[src/rtl/sli_pkg.sv]
package sli_pkg;

    // ==========================================================
    // clock and blink timing
    // ==========================================================
    localparam int unsigned CLK_HZ        = 20_000_000;
    localparam int unsigned FAST_BLINK_HZ = 5;
    localparam int unsigned SLOW_BLINK_HZ = 1;
    // half period counts: lamp toggles twice per blink period
    localparam int unsigned FAST_HALF_CYC = CLK_HZ / (2 * FAST_BLINK_HZ);
    localparam int unsigned SLOW_HALF_CYC = CLK_HZ / (2 * SLOW_BLINK_HZ);
    // link activity stretch so single host packets stay visible (ms)
    localparam int unsigned ACT_HOLD_MS   = 20;
    localparam int unsigned ACT_HOLD_CYC  = (CLK_HZ / 1000) * ACT_HOLD_MS;
    localparam int unsigned CNT_W         = 24;

    // ==========================================================
    // apb register map
    // ==========================================================
    localparam logic [7:0] ADDR_CTRL   = 8'h00;
    localparam logic [7:0] ADDR_STATUS = 8'h04;
    localparam logic [7:0] ADDR_IRQ_ST = 8'h08;
    localparam logic [7:0] ADDR_IRQ_MK = 8'h0C;

    // ctrl bit positions
    localparam int unsigned CTRL_LAMP_EN = 0;
    localparam int unsigned CTRL_W       = 1;
    localparam logic [CTRL_W-1:0] CTRL_RST = 1'h1;

    // event bit positions (irq status and mask)
    localparam int unsigned EV_FAULT  = 0;
    localparam int unsigned EV_UPD    = 1;
    localparam int unsigned EV_SYNC   = 2;
    localparam int unsigned EV_LINKDN = 3;
    localparam int unsigned EV_W      = 4;

    // ==========================================================
    // power lamp modes
    // ==========================================================
    typedef enum logic [1:0] {
        SLI_PWR_STEADY,
        SLI_PWR_FAST,
        SLI_PWR_SLOW
    } sli_pwr_e;

    typedef struct packed {
        logic healthy;
        logic fault;
        logic update;
        logic link;
        logic sync_lost;
    } sli_cond_s;

endpackage

[src/rtl/sli_status_led.sv]
`timescale 1ns/1ns
module sli_status_led #(
    parameter int unsigned FAST_HALF = sli_pkg::FAST_HALF_CYC,
    parameter int unsigned SLOW_HALF = sli_pkg::SLOW_HALF_CYC,
    parameter int unsigned ACT_HOLD  = sli_pkg::ACT_HOLD_CYC
) (
    input  wire logic              pclk,
    input  wire logic              presetn,
    input  wire logic              clk_en,
    input  wire logic              psel,
    input  wire logic              penable,
    input  wire logic              pwrite,
    input  wire logic [7:0]        paddr,
    input  wire logic [31:0]       pwdata,
    output logic                   pready,
    output logic [31:0]            prdata,
    output logic                   pslverr,
    input  wire logic              healthy,
    input  wire logic              fw_fault,
    input  wire logic              fw_update,
    input  wire logic              link_active,
    input  wire logic              host_traffic,
    input  wire logic              sync_lost,
    output logic                   pwr_lamp,
    output logic                   link_lamp,
    output logic                   irq
);

    // ==========================================================
    // condition synchronisers
    // ==========================================================
    sli_pkg::sli_cond_s cond_meta_q;
    sli_pkg::sli_cond_s cond_q;
    logic               traf_meta_q;
    logic               traf_q;
    logic               traf_d1_q;
    wire  sli_pkg::sli_cond_s cond_raw = '{healthy, fw_fault, fw_update, link_active, sync_lost};

    // status lines come from other logic blocks, treat as asynchronous
    always_ff @(posedge pclk or negedge presetn) begin
        if (!presetn) begin
            cond_meta_q <= '0;
            cond_q      <= '0;
            traf_meta_q <= 1'b0;
            traf_q      <= 1'b0;
            traf_d1_q   <= 1'b0;
        end else if (clk_en) begin
            cond_meta_q <= cond_raw;
            cond_q      <= cond_meta_q;
            traf_meta_q <= host_traffic;
            traf_q      <= traf_meta_q;
            traf_d1_q   <= traf_q;
        end
    end

    wire traf_edge = traf_q ^ traf_d1_q; // any toggle counts as a packet

    // ==========================================================
    // blink timebases
    // ==========================================================
    logic [sli_pkg::CNT_W-1:0] fast_cnt_q;
    logic [sli_pkg::CNT_W-1:0] slow_cnt_q;
    logic                      fast_ph_q;
    logic                      slow_ph_q;
    wire  fast_wrap = (fast_cnt_q == sli_pkg::CNT_W'(FAST_HALF - 1));
    wire  slow_wrap = (slow_cnt_q == sli_pkg::CNT_W'(SLOW_HALF - 1));

    // free running so both lamps blink in phase with each other
    always_ff @(posedge pclk or negedge presetn) begin
        if (!presetn) begin
            fast_cnt_q <= '0;
            slow_cnt_q <= '0;
            fast_ph_q  <= 1'b1;
            slow_ph_q  <= 1'b1;
        end else if (clk_en) begin
            fast_cnt_q <= fast_wrap ? '0 : fast_cnt_q + 1'b1;
            slow_cnt_q <= slow_wrap ? '0 : slow_cnt_q + 1'b1;
            if (fast_wrap) fast_ph_q <= ~fast_ph_q;
            if (slow_wrap) slow_ph_q <= ~slow_ph_q;
        end
    end

    // ==========================================================
    // power lamp mode
    // ==========================================================
    sli_pkg::sli_pwr_e pwr_mode;
    // fault outranks update: an aborted update must show as an error
    assign pwr_mode = cond_q.fault  ? sli_pkg::SLI_PWR_FAST :
                      cond_q.update ? sli_pkg::SLI_PWR_SLOW :
                                      sli_pkg::SLI_PWR_STEADY;

    logic pwr_d;
    always_comb begin
        case (pwr_mode)
            sli_pkg::SLI_PWR_STEADY: pwr_d = cond_q.healthy;
            sli_pkg::SLI_PWR_FAST:   pwr_d = fast_ph_q;
            sli_pkg::SLI_PWR_SLOW:   pwr_d = slow_ph_q;
            default:                 pwr_d = 1'b0;
        endcase
    end

    // ==========================================================
    // link lamp
    // ==========================================================
    logic [sli_pkg::CNT_W-1:0] act_cnt_q;
    wire  act_busy = (act_cnt_q != '0);

    // stretch each packet: sparse traffic flickers, dense looks steady
    always_ff @(posedge pclk or negedge presetn) begin
        if (!presetn) begin
            act_cnt_q <= '0;
        end else if (clk_en) begin
            if (traf_edge)
                act_cnt_q <= sli_pkg::CNT_W'(ACT_HOLD);
            else if (act_busy)
                act_cnt_q <= act_cnt_q - 1'b1;
        end
    end

    logic link_d;
    always_comb begin
        if (cond_q.sync_lost) begin
            link_d = slow_ph_q;
        end else if (cond_q.link) begin
            link_d = act_busy || (ACT_HOLD == 0) ? 1'b1 : 1'b0;
        end else begin
            link_d = 1'b0;
        end
    end

    // ==========================================================
    // apb slave and interrupt bits
    // ==========================================================
    logic [sli_pkg::CTRL_W-1:0] ctrl_q;
    logic [sli_pkg::EV_W-1:0]   ist_q;
    logic [sli_pkg::EV_W-1:0]   imk_q;
    sli_pkg::sli_cond_s         cond_d1_q;

    wire acc      = psel && penable;
    wire wr       = acc && pwrite;
    wire hit_ctrl = (paddr == sli_pkg::ADDR_CTRL);
    wire hit_stat = (paddr == sli_pkg::ADDR_STATUS);
    wire hit_ist  = (paddr == sli_pkg::ADDR_IRQ_ST);
    wire hit_imk  = (paddr == sli_pkg::ADDR_IRQ_MK);
    wire hit_any  = hit_ctrl | hit_stat | hit_ist | hit_imk;
    wire lamp_en  = ctrl_q[sli_pkg::CTRL_LAMP_EN];

    // rising edges of conditions, plus link drop
    wire [sli_pkg::EV_W-1:0] ev_set = {
        cond_d1_q.link & ~cond_q.link,
        cond_q.sync_lost & ~cond_d1_q.sync_lost,
        cond_q.update & ~cond_d1_q.update,
        cond_q.fault & ~cond_d1_q.fault};
    wire [sli_pkg::EV_W-1:0] ist_clr = (wr && hit_ist) ? pwdata[sli_pkg::EV_W-1:0] : '0;

    wire [31:0] rd_mux =
        hit_ctrl ? 32'(ctrl_q) :
        hit_stat ? {25'h0, pwr_mode == sli_pkg::SLI_PWR_SLOW, cond_q.sync_lost,
                    cond_q.link, cond_q.update, cond_q.fault, link_lamp, pwr_lamp} :
        hit_ist  ? 32'(ist_q) :
        hit_imk  ? 32'(imk_q) : 32'h0000_0000;

    // no wait state: ready rises for the access phase; prdata registered so outputs come from flops
    always_ff @(posedge pclk or negedge presetn) begin
        if (!presetn) begin
            pready  <= 1'b0;
            prdata  <= 32'h0000_0000;
            pslverr <= 1'b0;
        end else if (clk_en) begin
            pready  <= psel && !pready;
            pslverr <= psel && !pready && !hit_any;
            prdata  <= rd_mux;
        end
    end

    // registers take writes only at the completing access edge
    always_ff @(posedge pclk or negedge presetn) begin
        if (!presetn) begin
            ctrl_q    <= sli_pkg::CTRL_RST;
            imk_q     <= '0;
            ist_q     <= '0;
            cond_d1_q <= '0;
        end else if (clk_en) begin
            cond_d1_q <= cond_q;
            if (wr && pready && hit_ctrl) ctrl_q <= pwdata[sli_pkg::CTRL_W-1:0];
            if (wr && pready && hit_imk)  imk_q  <= pwdata[sli_pkg::EV_W-1:0];
            // set wins over write-one-to-clear
            ist_q <= (ist_q & ~(pready ? ist_clr : '0)) | ev_set;
        end
    end

    // lamps and interrupt leave straight from flops
    always_ff @(posedge pclk or negedge presetn) begin
        if (!presetn) begin
            pwr_lamp  <= 1'b0;
            link_lamp <= 1'b0;
            irq       <= 1'b0;
        end else if (clk_en) begin
            pwr_lamp  <= pwr_d && lamp_en;
            link_lamp <= link_d && lamp_en;
            irq       <= |(ist_q & imk_q);
        end
    end

    // ==========================================================
    // checks
    // ==========================================================
    steady_pwr_a: assert property (@(posedge pclk) disable iff (!presetn)
        clk_en && lamp_en && pwr_mode == sli_pkg::SLI_PWR_STEADY && cond_q.healthy
        ##1 clk_en |-> pwr_lamp)
        else $error("power lamp not steady in normal run");

    fault_blink_a: assert property (@(posedge pclk) disable iff (!presetn)
        clk_en && lamp_en && cond_q.fault && fast_wrap ##1 clk_en && cond_q.fault
        |-> ##1 pwr_lamp != $past(pwr_lamp))
        else $error("fault blink did not toggle at fast wrap");

    update_blink_a: assert property (@(posedge pclk) disable iff (!presetn)
        clk_en && lamp_en && pwr_mode == sli_pkg::SLI_PWR_SLOW |=> !clk_en || pwr_lamp == $past(slow_ph_q))
        else $error("update blink does not follow slow phase");

    link_on_a: assert property (@(posedge pclk) disable iff (!presetn)
        clk_en && lamp_en && cond_q.link && !cond_q.sync_lost && act_busy |=> !clk_en || link_lamp)
        else $error("link lamp dark during active traffic");

    sync_blink_a: assert property (@(posedge pclk) disable iff (!presetn)
        clk_en && lamp_en && cond_q.sync_lost |=> !clk_en || link_lamp == $past(slow_ph_q))
        else $error("sync loss blink wrong");

    link_off_a: assert property (@(posedge pclk) disable iff (!presetn)
        clk_en && !cond_q.link && !cond_q.sync_lost |=> !clk_en || !link_lamp)
        else $error("link lamp lit with no link");

    irq_level_a: assert property (@(posedge pclk) disable iff (!presetn)
        clk_en && |(ist_q & imk_q) |=> !clk_en || irq)
        else $error("unmasked event did not raise irq");

    // the level must also fall once the cause is cleared or masked
    irq_quiet_a: assert property (@(posedge pclk) disable iff (!presetn)
        clk_en && !(|(ist_q & imk_q)) |=> !irq)
        else $error("irq high with no unmasked event");

    apb_ready_a: assert property (@(posedge pclk) disable iff (!presetn)
        clk_en && psel && !pready ##1 clk_en |-> pready)
        else $error("apb slave missed its wait state");

    // ==========================================================
    // link, event, blanking, freeze and bus checks
    // ==========================================================
    // a host packet on a live link lights the lamp two edges on
    traffic_lamp_a: assert property (@(posedge pclk) disable iff (!presetn)
        clk_en && lamp_en && cond_q.link && !cond_q.sync_lost && traf_edge
        ##1 clk_en && lamp_en && cond_q.link && !cond_q.sync_lost |-> ##1 link_lamp)
        else $error("host packet did not light link lamp");

    // once the stretch runs out the lamp goes dark until the next packet
    traffic_gap_a: assert property (@(posedge pclk) disable iff (!presetn)
        clk_en && lamp_en && cond_q.link && !cond_q.sync_lost && !act_busy && ACT_HOLD != 0
        |=> !link_lamp)
        else $error("link lamp lit with no recent traffic");

    // start of an update leaves its sticky event bit behind
    upd_event_a: assert property (@(posedge pclk) disable iff (!presetn)
        clk_en && cond_q.update && !cond_d1_q.update |=> ist_q[sli_pkg::EV_UPD])
        else $error("update start not recorded");

    // an event in the same cycle as its clear must survive
    set_wins_a: assert property (@(posedge pclk) disable iff (!presetn)
        clk_en && (|ev_set) |=> (ist_q & $past(ev_set)) == $past(ev_set))
        else $error("event lost against clear");

    // writing the enable low blanks both lamps
    lamp_blank_a: assert property (@(posedge pclk) disable iff (!presetn)
        clk_en && !lamp_en |=> !pwr_lamp && !link_lamp)
        else $error("lamp lit while blanked");

    // a low enable must freeze the outputs, not just the counters
    freeze_hold_a: assert property (@(posedge pclk) disable iff (!presetn)
        !clk_en |=> $stable(pwr_lamp) && $stable(link_lamp) && $stable(irq) && $stable(pready))
        else $error("outputs moved with clock enable low");

    // ready stands one cycle, so a held select completes at most every other cycle
    ready_pulse_a: assert property (@(posedge pclk) disable iff (!presetn)
        clk_en && pready |=> !pready)
        else $error("apb ready held too long");

    // unmapped offsets answer with an error on the ready cycle
    bad_addr_a: assert property (@(posedge pclk) disable iff (!presetn)
        clk_en && psel && !pready && !hit_any |=> pready && pslverr)
        else $error("unmapped access not flagged");

endmodule

[config.mk]
export PLATFORM = sky130hd
export DESIGN_NAME = sli_status_led
export DESIGN_NICKNAME = d
export VERILOG_FILES = /design/src/rtl/sli_pkg.sv /design/src/rtl/sli_status_led.sv
export SDC_FILE = /design/constraint.sdc
export NUM_CORES = 1
export LEC_CHECK = 0
export BUFFER_PORTS_ARGS = -buffer_cell sky130_fd_sc_hd__buf_4
export CORE_MARGIN = 2
export CORE_UTILIZATION = 50
export CTS_BUF_LIST = sky130_fd_sc_hd__clkbuf_8
export CTS_CLUSTER_SIZE = 8
export DETAILED_ROUTE_END_ITERATION = 10
export PLACE_DENSITY = 0.78
export SLEW_MARGIN = 20
export SYNTH_ARGS = -nofsm -noshare
export SYNTH_HDL_FRONTEND = slang
export SYNTH_SLANG_ARGS = --single-unit
[constraint.sdc]
create_clock -name pclk -period 3.25 [get_ports pclk]
set_input_delay 0.325 -clock pclk [delete_from_list [all_inputs] [get_ports pclk]]
set_output_delay 0.325 -clock pclk [all_outputs]
set_load 0.03 [all_outputs]
* Yosys cells after proc, flatten, opt, wreduce, memory -nomap -nowiden
Cells that the tools add are included.
Cells by class: add/sub/neg operators 3, eq/ne operators 7, multiplexer cells 16, bitwise logic cells 18, reductions and logical operators 22
Operators with widths (number):
- $mux 24 | 4
- $add 24x1->24 const B | 2
- $eq 24x21->1 const B | 1
- $eq 24x24->1 const B | 1
- $reduce_bool 24->1 | 1
- $sub 24x1->24 const B | 1
- $eq 8x4->1 const B | 2
- $mux 4 | 4
- $mux 7 | 2
- $logic_and 1x1->1 | 10
- $reduce_and 2->1 | 5
- $and 4x4->4 | 2
- $eq 8x3->1 const B | 1
- $logic_not 8->1 | 1
- $not 1->1 | 6
- $and 1x1->1 | 4
- $mux 2 | 2
- $not 4->4 | 1
- $or 4x4->4 | 1
- $reduce_or 4->1 | 1
- $mux 1 | 3
- $or 1x1->1 | 3
- $pmux 1 s3 | 1
- $eq 2x1->1 const B | 1
- 5 further kinds | 6
Storage, ports and cells: register bits after elaboration 137, output and inout bits 37, logic and storage cells 97

* Depth between registers and ports, before layout
Gate-level depths: netlist (run 1).
depth after elaboration 8, mapped depth 9, gate-level depth less buffers 7

* Worst setup path before layout (run 1)
Ideal clock, no wire load.
kind register to register, start point reg act_cnt_q[2] in the netlist's numbering, end point reg act_cnt_q[22] in the netlist's numbering, library setup time 0.120 ns, arrival time 2.165 ns, slack 0.965 ns, cell stages (with the launch flop) 8, period minus slack after synthesis 2.285 ns, cell sequence dfrtp_1 -> or3_1 -> buf_2 -> or4_4 -> buf_6 -> nor4b_4 -> a21oi_1 -> a31o_1
Between the ends: cells in the longest elaborated chain, start to end 3, elaborated cells on any way between the ends 6, classes of those cells add/sub (1); mux (2); reduce/logical (3)
RTL lines:
- from (decl) | line sli_status_led.sv:105 | logic [sli_pkg::CNT_W-1:0] act_cnt_q;
- from (signal assigned) | line sli_status_led.sv:114 | act_cnt_q <= sli_pkg::CNT_W'(ACT_HOLD);
- from (signal assigned) | line sli_status_led.sv:116 | act_cnt_q <= act_cnt_q - 1'b1;
- $sub 24x1->24 / $reduce_bool 24->1 (equally long branches) | line sli_status_led.sv:116, sli_status_led.sv:106
- $mux 24 / $reduce_bool 2->1 (equally long branches)
- $mux 24 / $reduce_and 2->1 (equally long branches)
Parallel ways exist; a longest one is shown, timed or not. The select of a mux whose other input is x is not followed. A chain may end at the register's enable or synchronous reset.

* Final worst setup path (run 1)
Same ends and word-level chain as after synthesis.

==> results of run 1 <==
area by class of cell:
cell class	instances	area, um2	area share (%)
clock buffer	9	124	2.02
clock inverter	7	104	1.70
inverter	15	56.3	0.920
multi-input combinational	387	2530	41.4
sequential	112	2810	45.9
tap	140	175	2.86
timing repair buffer	41	323	5.27
critical path, cell delays in order, from the launching register on:
cell and delay [ns]:
dfrtp_1 0.44, or3_1 0.45, or4_4 0.68, nor4b_4 0.45
a21oi_1 0.12, a31o_1 0.22
logic make-up (layout without fill, tap and decap cells):
kind of cell	after synthesis	in the layout	share of synthesized area, %
flip-flops	112	112	50.3
XOR/XNOR	58	58	9.10
adder cells (fa/ha/maj)	4	4	0.897
buffers and inverters	59	72	5.94
AND/OR/NAND/NOR	217	217	21.3
multiplexers	23	23	4.82
other	1	25	0.0672
AO/OA/AOI/OAI	60	60	7.58
cells in the mapped netlist (all sizes together), types with 13 or more instances:
cell type / count / area, um2
dfrtp: 109 / 2730
nor2: 57 / 214
nand2: 44 / 165
xor2: 33 / 289
buf: 31 / 226
xnor2: 25 / 219
nand3: 23 / 115
mux2: 21 / 236
o21ai: 17 / 85.1
inv: 15 / 56.3
nand4: 15 / 93.8
nor3: 14 / 70.1
clkbuf: 13 / 48.8
nor4: 13 / 87.6
power by group:
part           internal, uW  switching (uW)
registers              1530             151
logic                   222             328
clock network           445             495
layer usage:
layer / wire length, um / vias up
li1: - / 1897
met1: 5030 / 1982
met2: 5070 / 94
met3: 357 / 25
met4: 261 / 0
met5: 0 / -
worst paths after layout:
path	slack [ns]	cells past startpoint	from	end
max reg2reg	0.78	5	act_cnt_q[2]$_DFFE_PN0P_	act_cnt_q[22]$_DFFE_PN0P_
min	0.17	2	link_active	cond_meta_q[1]$_DFFE_PN0P_
max	0.78	5	act_cnt_q[2]$_DFFE_PN0P_	act_cnt_q[22]$_DFFE_PN0P_
min in group asynchronous	0.52	2	presetn	act_cnt_q[12]$_DFFE_PN0P_
max in group asynchronous	1.94	3	presetn	slow_ph_q$_DFFE_PN1P_
min reg2reg	0.47	1	fast_cnt_q[23]$_DFFE_PN0P_	fast_cnt_q[23]$_DFFE_PN0P_
sequential cells by signal (all words and copies together) (netlist names), 4 cells and up:
signal       count
prdata           7
slow_cnt_q      24
imk_q            4
fast_cnt_q      24
ist_q            4
cond_q           5
cond_meta_q      5
act_cnt_q       24
cond_d1_q        4
metrics by stage:
| step | power [uW] | hold WS (ns) |
|---|---|---|
| after floorplan | 2110 | 0.0294 |
| after global placement | 2220 | 0.405 |
| after detailed placement | 2260 | 0.415 |
| after CTS | 3200 | 0.155 |
| after global routing | 3350 | 0.153 |
| final | 3180 | 0.166 |
==> out/summary.txt, run 1 <==
post-DR wirelength/cell: 15.1 um
Setup crit start kind: flop
initial DRC count: 159
Max Fclk: 0.405 GHz
Slew @ Worst Pin: 1.02 ns
register area share after synthesis: 50.3%
Antenna Violating Nets Remaining: 0
pwr/cell area: 519 nW/um2
Crit path arrival time: 2.74 ns
Sink Count: 112
drt pass-1 iters: 4
critical path required time: 3.52 ns
Die Height: 110 um
Placement Cell Area: 5880 um2
Syn Area/Cell: 10.5 um2
VDD IR max: 0.331 mV
max-cap violations: 0
largest net degree at the start of global routing: 62
Core Box Area: 10900 um2
endpoint type of the worst setup path: flop
CTS root buffer: clkbuf_8
Clk Latency, worst-skew pair: 0.38 ns
routing usage on met2: 31.0%
Clock Path Buffers: 2
end-of-flow core utilization: 56.2%
pre-CTS setup slack: 0.801 ns
GRT Util Overall: 19.5%
status: completed
Port Buf Inserts: 35
Die Area: 12000 um2
leakage: 0.00278 uW
CTS tree: built
I/O pin cnt: 89
met3 Use GR: 2.90%
vias in the first global route: 4028
post-DP HPWL: 7380 um
clk slew on worst S/H paths: 0.11 ns
synthesized area: 5580 um2
relative slew slack: 31.5%
FILL cells: 892
initial antenna violation count: 0
DR vias: 3998
CTS H-tree depth: 3
commonest non-fill, non-tap cell in the layout: dfrtp_1
Antenna Cells: 0
post-synth cell types: 55
Top Usage Layer GRT: met2
Final Hold Vio Count: 0
Clock Skew: 0.00724 ns
RSZ-0062 raised after global routing: false
Tmin final: 2.47 ns
synthesis-to-finish area growth: 9.69%
Die Wd: 110 um
DRT Wirelength: 10700 um
fin area: 6120 um2
number of hold buffers added after cts: 1
EDFF count, synth: 0
top_reg_cell synth: dfrtp_1
Rows: 38
fin nets: 622
Post-CTS Setup Repair Bufs: 0
Yosys warning count: 0
CP max FO: 14
async set-reset flop share out of synthesis: 100%
Critical Setup Path Class: flop to flop
initial core utilization: 51.3%
Pins Over Slew Limit: 0
first-pass GRT wire length: 18600 um
Non-Filler Instances: 711
met1 track demand over resource: 26.4%
synthesized netlist cell count: 534
CTS Buf Count: 9
Post-CTS Resized: 0
Via density: 5.62
share of layout cells above drive strength 1: 16.5%
Placer Congestion: 0.875
DRC: 0
most frequent cells in the layout: 109 x dfrtp_1, 57 x nor2_1, 44 x nand2_1
HP Class: input pin to flop
Placed Cells: 694
Synth Register Bits: 112
final setup violation count: 0
share of the cycle needed by the critical path after routing: 76.1%
post-route setup slack: 0.778 ns
Final TNS setup: 0 ns
total grt overflow: 0
Power figures use the tool's default switching activity.
==> run 2: changes to the inputs <==
clock period = 2.3 ns   (was 3.25 ns; I/O delays follow)
==> out/summary.txt, run 2 (synthesis results as in run 1) <==
status: completed (unchanged)
family with the most delay on the worst path: simple AND/OR/NAND/NOR gates (unchanged)
share of the cycle needed by the critical path after routing: 99.9% (was 76.1%)
cell chain of the critical path: or4_4 -> or4_4 -> nor4b_4 -> a21oi_1 -> a31o_1 (was or3_1 -> or4_4 -> nor4b_4 -> a21oi_1 -> a31o_1)
most frequent cells in the layout: 109 x dfrtp_1, 62 x buf_4, 57 x nor2_1 (was 109 x dfrtp_1, 57 x nor2_1, 44 x nand2_1)
Antenna Violating Nets Remaining: 0 (unchanged)
Port Buf Inserts: 35 (unchanged)
CTS root buffer: clkbuf_8 (unchanged)
post-DR wirelength/cell: 14.9 um (was 15.1 um)
final setup violation count: 0 (unchanged)
Buffers & Inverters on Critical Path: 0 (unchanged)
critical path required time: 2.58 ns (was 3.52 ns)
Die Wd: 110 um (unchanged)
internal power: 3150 uW (was 2200 uW)
leakage: 0.00289 uW (was 0.00278 uW)
Via density: 5.57 (was 5.62)
Clk network pwr share: 28.2% (was 29.6%)
end-of-flow core utilization: 57.8% (was 56.2%)
proportion of power drawn by combinational gates: 19.0% (was 17.3%)
largest net degree at the start of global routing: 44 (was 62)
Max Fclk: 0.435 GHz (was 0.405 GHz)
DRT Wirelength: 10900 um (was 10700 um)
Crit path arrival time: 2.57 ns (was 2.74 ns)
Tmin final: 2.30 ns (was 2.47 ns)
Pins Over Slew Limit: 0 (unchanged)
vias in the first global route: 4148 (was 4028)
Net Sw Frac: 29.6% (was 30.7%)
RSZ-0062 raised after global routing: true (was false)
CTS Buf Count: 9 (unchanged)
VDD IR max: 0.463 mV (was 0.331 mV)
Total Power: 4480 uW (was 3180 uW)
Placer Congestion: 0.899 (was 0.875)
Clock Skew: 0.00589 ns (was 0.00724 ns)
GRT Util Overall: 19.8% (was 19.5%)
HP Class: input pin to flop (unchanged)
DRC: 0 (unchanged)
Antenna Cells: 0 (unchanged)
Core Box Area: 10900 um2 (unchanged)
Rows: 38 (unchanged)
Die Height: 110 um (unchanged)
R2R depth: 5 (unchanged)
DR vias: 4084 (was 3998)
Final Hold Vio Count: 0 (unchanged)
CP dominant cell by count: or4_4
Flop pwr share: 52.8% (was 53.1%)
Die Area: 12000 um2 (unchanged)
CP peak stage delay: 0.55 ns (was 0.68 ns)
Placed Cells: 717 (was 694)
first-pass GRT wire length: 18800 um (was 18600 um)
drt pass-1 iters: 4 (unchanged)
Clk Latency, worst-skew pair: 0.38 ns (about the same)
initial DRC count: 156 (was 159)
Crit. path cell count: 5 (unchanged)
Critical Setup Path Class: flop to flop (unchanged)
pwr/cell area: 712 nW/um2 (was 519 nW/um2)
initial antenna violation count: 0 (unchanged)
Sink Count: 112 (unchanged)
Non-Filler Instances: 733 (was 711)
CTS H-tree depth: 3 (unchanged)
Clock Path Buffers: 2 (unchanged)
share of layout cells above drive strength 1: 19.6% (was 16.5%)
initial core utilization: 51.3% (unchanged)
post-DP HPWL: 7610 um (was 7380 um)
CP max FO: 7 (was 14)
Hold Crit Depth: 2 (unchanged)
endpoint type of the worst setup path: flop (unchanged)
relative slew slack: 56.4% (was 31.5%)
slowest library cell on the worst path: or4_4 (unchanged)
fin nets: 646 (was 622)
clk slew on worst S/H paths: 0.10 ns (was 0.11 ns)
Slew @ Worst Pin: 0.654 ns (was 1.02 ns)
commonest non-fill, non-tap cell in the layout: dfrtp_1 (unchanged)
total grt overflow: 0 (unchanged)
Setup crit start kind: flop (unchanged)
synthesis-to-finish area growth: 12.7% (was 9.69%)
max-cap violations: 0 (unchanged)
CTS tree: built (unchanged)
P_sw: 1330 uW (was 974 uW)
Largest regs: act_cnt_q: 24 flops, fast_cnt_q: 24 flops, slow_cnt_q: 24 flops (unchanged)
I/O pin cnt: 89 (unchanged)
[run 2: layout make-up]
class / count / area (um2)
Clock inverter: 4 / 71.3
Timing Repair Buffer: 65 / 507
Tap cell: 140 / 175
Multi-Input combinational cell: 387 / 2540
Sequential cell: 112 / 2810
Clock buffer: 10 / 138
Fill cell: 891 / 4600
Inverter: 15 / 56.3
[run 2: power groups by stage]
stage               Clock [uW]  Combinational, uW  Sequential, uW
finish                    1260                851            2360
global route              1350                959            2400
CTS                       1290                851            2360
detailed placement           0                839            2400
global placement             0                800            2390
floorplan                    0                613            2370
[run 2: path summary, 6_finish.rpt]
path,startpoint,slack (ns),endpoint
hold / removal,healthy,0.08,cond_meta_q[4]$_DFFE_PN0P_
setup reg to reg,act_cnt_q[10]$_DFFE_PN0P_,0.002,act_cnt_q[22]$_DFFE_PN0P_
min in group asynchronous,presetn,0.32,act_cnt_q[13]$_DFFE_PN0P_
max in group asynchronous,presetn,1.32,cond_d1_q[2]$_DFFE_PN0P_
hold reg to reg,fast_cnt_q[23]$_DFFE_PN0P_,0.46,fast_cnt_q[23]$_DFFE_PN0P_
setup / recovery,act_cnt_q[10]$_DFFE_PN0P_,0.002,act_cnt_q[22]$_DFFE_PN0P_
[run 2: through the flow]
step,setup slack [ns],hold WS (ns),TNS [ns],instance area (um2)
6_report,0.00197,0.0787,0,6290
5_1_grt,-0.0482,0.0666,-0.117,6290
3_5_place_dp,0.00959,0.197,0,6060
3_3_place_gp,0.0543,0.191,0,6060
4_1_cts,0.000197,0.0629,0,6270
2_1_floorplan,0.0153,-0.0656,0,5670
[run 2: per-layer routing]
layer	global-route usage, %	vias up	routed length (um)
met5	0	-	0
met3	3.14	17	385
met4	9.40	0	210
met1	26.8	2035	5100
li1	-	1936	-
met2	31.4	96	5210
[run 2: timing repair]
item	CTS	global route
buffers inserted	0	1
gates resized for setup	0	5
hold buffers	1	0
endpoints found under the hold margin	24	0
endpoints found under the setup margin	0	10
==> run 3: changes to the inputs <==
CORE_MARGIN = default   (was 2)
==> out/summary.txt, run 3 (synthesis results as in run 1) <==
status: completed (unchanged)
Rows: 38 (unchanged)
synthesis-to-finish area growth: 12.3% (was 12.7%)
Die Area: 11600 um2 (was 12000 um2)
leakage: 0.00288 uW (was 0.00289 uW)
initial DRC count: 280 (was 156)
pwr/cell area: 689 nW/um2 (was 712 nW/um2)
RSZ-0062 raised after global routing: true (unchanged)
HP Class: input pin to flop (unchanged)
Clk Latency, worst-skew pair: 0.39 ns (was 0.38 ns)
VDD IR max: 0.435 mV (was 0.463 mV)
Placed Cells: 713 (was 717)
Flop pwr share: 54.8% (was 52.8%)
slowest library cell on the worst path: or4_4 (unchanged)
post-DP HPWL: 7590 um (was 7610 um)
CP dominant cell by count: or4_4 (unchanged)
R2R depth: 6 (was 5)
reg2reg setup slack: 0.02 ns (was 0.002 ns)
Critical Setup Path Class: flop to flop (unchanged)
Hold Crit Depth: 2 (unchanged)
drt pass-1 iters: 5 (was 4)
clk slew on worst S/H paths: 0.11 ns (was 0.10 ns)
Final TNS setup: 0 ns (unchanged)
Crit path arrival time: 2.55 ns (was 2.57 ns)
CTS Buf Count: 9 (unchanged)
share of the cycle needed by the critical path after routing: 99.1% (was 99.9%)
Hold Crit Start: host_traffic (was healthy)
initial core utilization: 51.5% (was 51.3%)
Core Box Area: 10800 um2 (was 10900 um2)
cell chain of the critical path: or4_4 -> or4_4 -> nor4b_4 -> buf_4 -> xnor2_2 -> nand2_1 (was or4_4 -> or4_4 -> nor4b_4 -> a21oi_1 -> a31o_1)
proportion of power drawn by combinational gates: 19.6% (was 19.0%)
Clock Path Buffers: 2 (unchanged)
Port Buf Inserts: 35 (unchanged)
Tmin final: 2.28 ns (was 2.30 ns)
FILL cells: 901 (was 891)
Pins Over Slew Limit: 0 (unchanged)
Placer Congestion: 0.898 (was 0.899)
Setup crit start kind: flop (unchanged)
endpoint type of the worst setup path: flop (unchanged)
Clock Skew: 0.0121 ns (was 0.00589 ns)
Die Wd: 108 um (was 110 um)
fin area: 6270 um2 (was 6290 um2)
relative slew slack: 58.0% (was 56.4%)
final setup violation count: 0 (unchanged)
DRT Wirelength: 10700 um (was 10900 um)
post-DR wirelength/cell: 14.6 um (was 14.9 um)
share of layout cells above drive strength 1: 19.6% (about the same)
initial antenna violation count: 0 (unchanged)
CTS H-tree depth: 3 (unchanged)
CP max FO: 5 (was 7)
Die Height: 108 um (was 110 um)
Hold EP: traf_meta_q$_DFFE_PN0P_ (was cond_meta_q[4]$_DFFE_PN0P_)
Net Sw Frac: 32.1% (was 29.6%)
Clk network pwr share: 25.6% (was 28.2%)
first-pass GRT wire length: 18400 um (was 18800 um)
Antenna Cells: 0 (unchanged)
Sink Count: 112 (unchanged)
Via density: 5.53 (was 5.57)
CTS root buffer: clkbuf_8 (unchanged)
critical path required time: 2.57 ns (was 2.58 ns)
CTS tree: built (unchanged)
Slew @ Worst Pin: 0.625 ns (was 0.654 ns)
commonest non-fill, non-tap cell in the layout: dfrtp_1 (unchanged)
total grt overflow: 0 (unchanged)
fin nets: 643 (was 646)
RR Endpoint: act_cnt_q[18]$_DFFE_PN0P_ (was act_cnt_q[22]$_DFFE_PN0P_)
Reg-to-Reg Start: act_cnt_q[10]$_DFFE_PN0P_ (unchanged)
DR vias: 4046 (was 4084)
Largest regs: act_cnt_q: 24 flops, fast_cnt_q: 24 flops, slow_cnt_q: 24 flops (unchanged)
Max Fclk: 0.439 GHz (was 0.435 GHz)
max-cap violations: 0 (unchanged)
Final Hold Vio Count: 0 (unchanged)
internal power: 2930 uW (was 3150 uW)
GRT Util Overall: 20.2% (was 19.8%)
worst hold slack: 0.0626 ns (was 0.0787 ns)
Non-Filler Instances: 731 (was 733)
CP peak stage delay: 0.54 ns (was 0.55 ns)
P_sw: 1390 uW (was 1330 uW)
DRC: 0 (unchanged)
largest net degree at the start of global routing: 42 (was 44)
most frequent cells in the layout: 109 x dfrtp_1, 59 x buf_4, 57 x nor2_1 (was 109 x dfrtp_1, 62 x buf_4, 57 x nor2_1)
I/O pin cnt: 89 (unchanged)
Antenna Violating Nets Remaining: 0 (unchanged)
Placement Cell Area: 6040 um2 (was 6060 um2)
vias in the first global route: 3947 (was 4148)
-- run 3: cell count changes in the layout (fill, tap and decap cells not counted), moves of 2 or more --
cell	before	now
bufinv_16	2	0
o21ai_1	3	0
buf_4	62	59
o21ai_0	14	17
clkinv_4	0	3
-- run 3: final cells by class --
| type | count | area, um2 | area share, % |
|---|---|---|---|
| Clock inverter | 6 | 56.3 | 0.899 |
| Sequential cell | 112 | 2810 | 44.8 |
| Timing Repair Buffer | 62 | 493 | 7.87 |
| Multi-Input combinational cell | 387 | 2550 | 40.8 |
| Inverter | 15 | 56.3 | 0.899 |
| Tap cell | 140 | 175 | 2.80 |
| Clock buffer | 9 | 124 | 1.98 |
-- run 3: how the worst max path moves through the flow --
stage                              startpoint                   endpoint  slack [ns]  cells past startpoint
floorplan            act_cnt_q[2]$_DFFE_PN0P_  act_cnt_q[22]$_DFFE_PN0P_        0.02                      7
global placement    act_cnt_q[10]$_DFFE_PN0P_  act_cnt_q[22]$_DFFE_PN0P_        0.05                      5
detailed placement  act_cnt_q[10]$_DFFE_PN0P_  act_cnt_q[22]$_DFFE_PN0P_        0.01                      5
CTS                 act_cnt_q[10]$_DFFE_PN0P_  act_cnt_q[22]$_DFFE_PN0P_       0.003                      5
global route        act_cnt_q[10]$_DFFE_PN0P_  act_cnt_q[18]$_DFFE_PN0P_       -0.08                      6
finish              act_cnt_q[10]$_DFFE_PN0P_  act_cnt_q[18]$_DFFE_PN0P_        0.02                      6
-- run 3: power by group through the flow --
stage                     registers, uW  logic [uW]  clock network [uW]
final                              2360         846                1100
after global routing               2400         954                1210
after CTS                          2360         850                1140
after detailed placement           2400         845                   0
after global placement             2390         807                   0
after floorplan                    2370         613                   0
-- run 3: through the flow --
| step | util (%) | power, uW | setup WS, ns |
|---|---|---|---|
| final | 57.8 | 4320 | 0.0213 |
| after global routing | 57.8 | 4560 | -0.0789 |
| after CTS | 57.5 | 4350 | 0.00300 |
| after detailed placement | 55.7 | 3250 | 0.0108 |
| after global placement | 55.7 | 3200 | 0.0486 |
| after floorplan | - | 2980 | 0.0153 |
-- run 3: repair_timing --
action                     in CTS  in global routing
setup endpoints to repair       1                 12
hold buffers                    1                  0
pin swaps                       1                  1
gates resized for setup         0                  3
hold endpoints to repair       36                  0
setup buffers                   0                  2
-- run 3: worst max-delay path, delay by kind of cell, from the launching register on --
kind                      cells  cell delay (ns)
buffers and inverters         1             0.19
and+or+nand+nor               4             1.47
DFF                           1             0.40
xor gates and xnor gates      1             0.10
-- run 3: metal layers --
metal | wire [um] | GRT usage (%) | vias up
li1 | - | - | 1940
met1 | 4850 | 26.5 | 1980
met2 | 5110 | 32.2 | 111
met3 | 540 | 5.39 | 15
met4 | 178 | 6.95 | 0
met5 | 0 | 0 | -
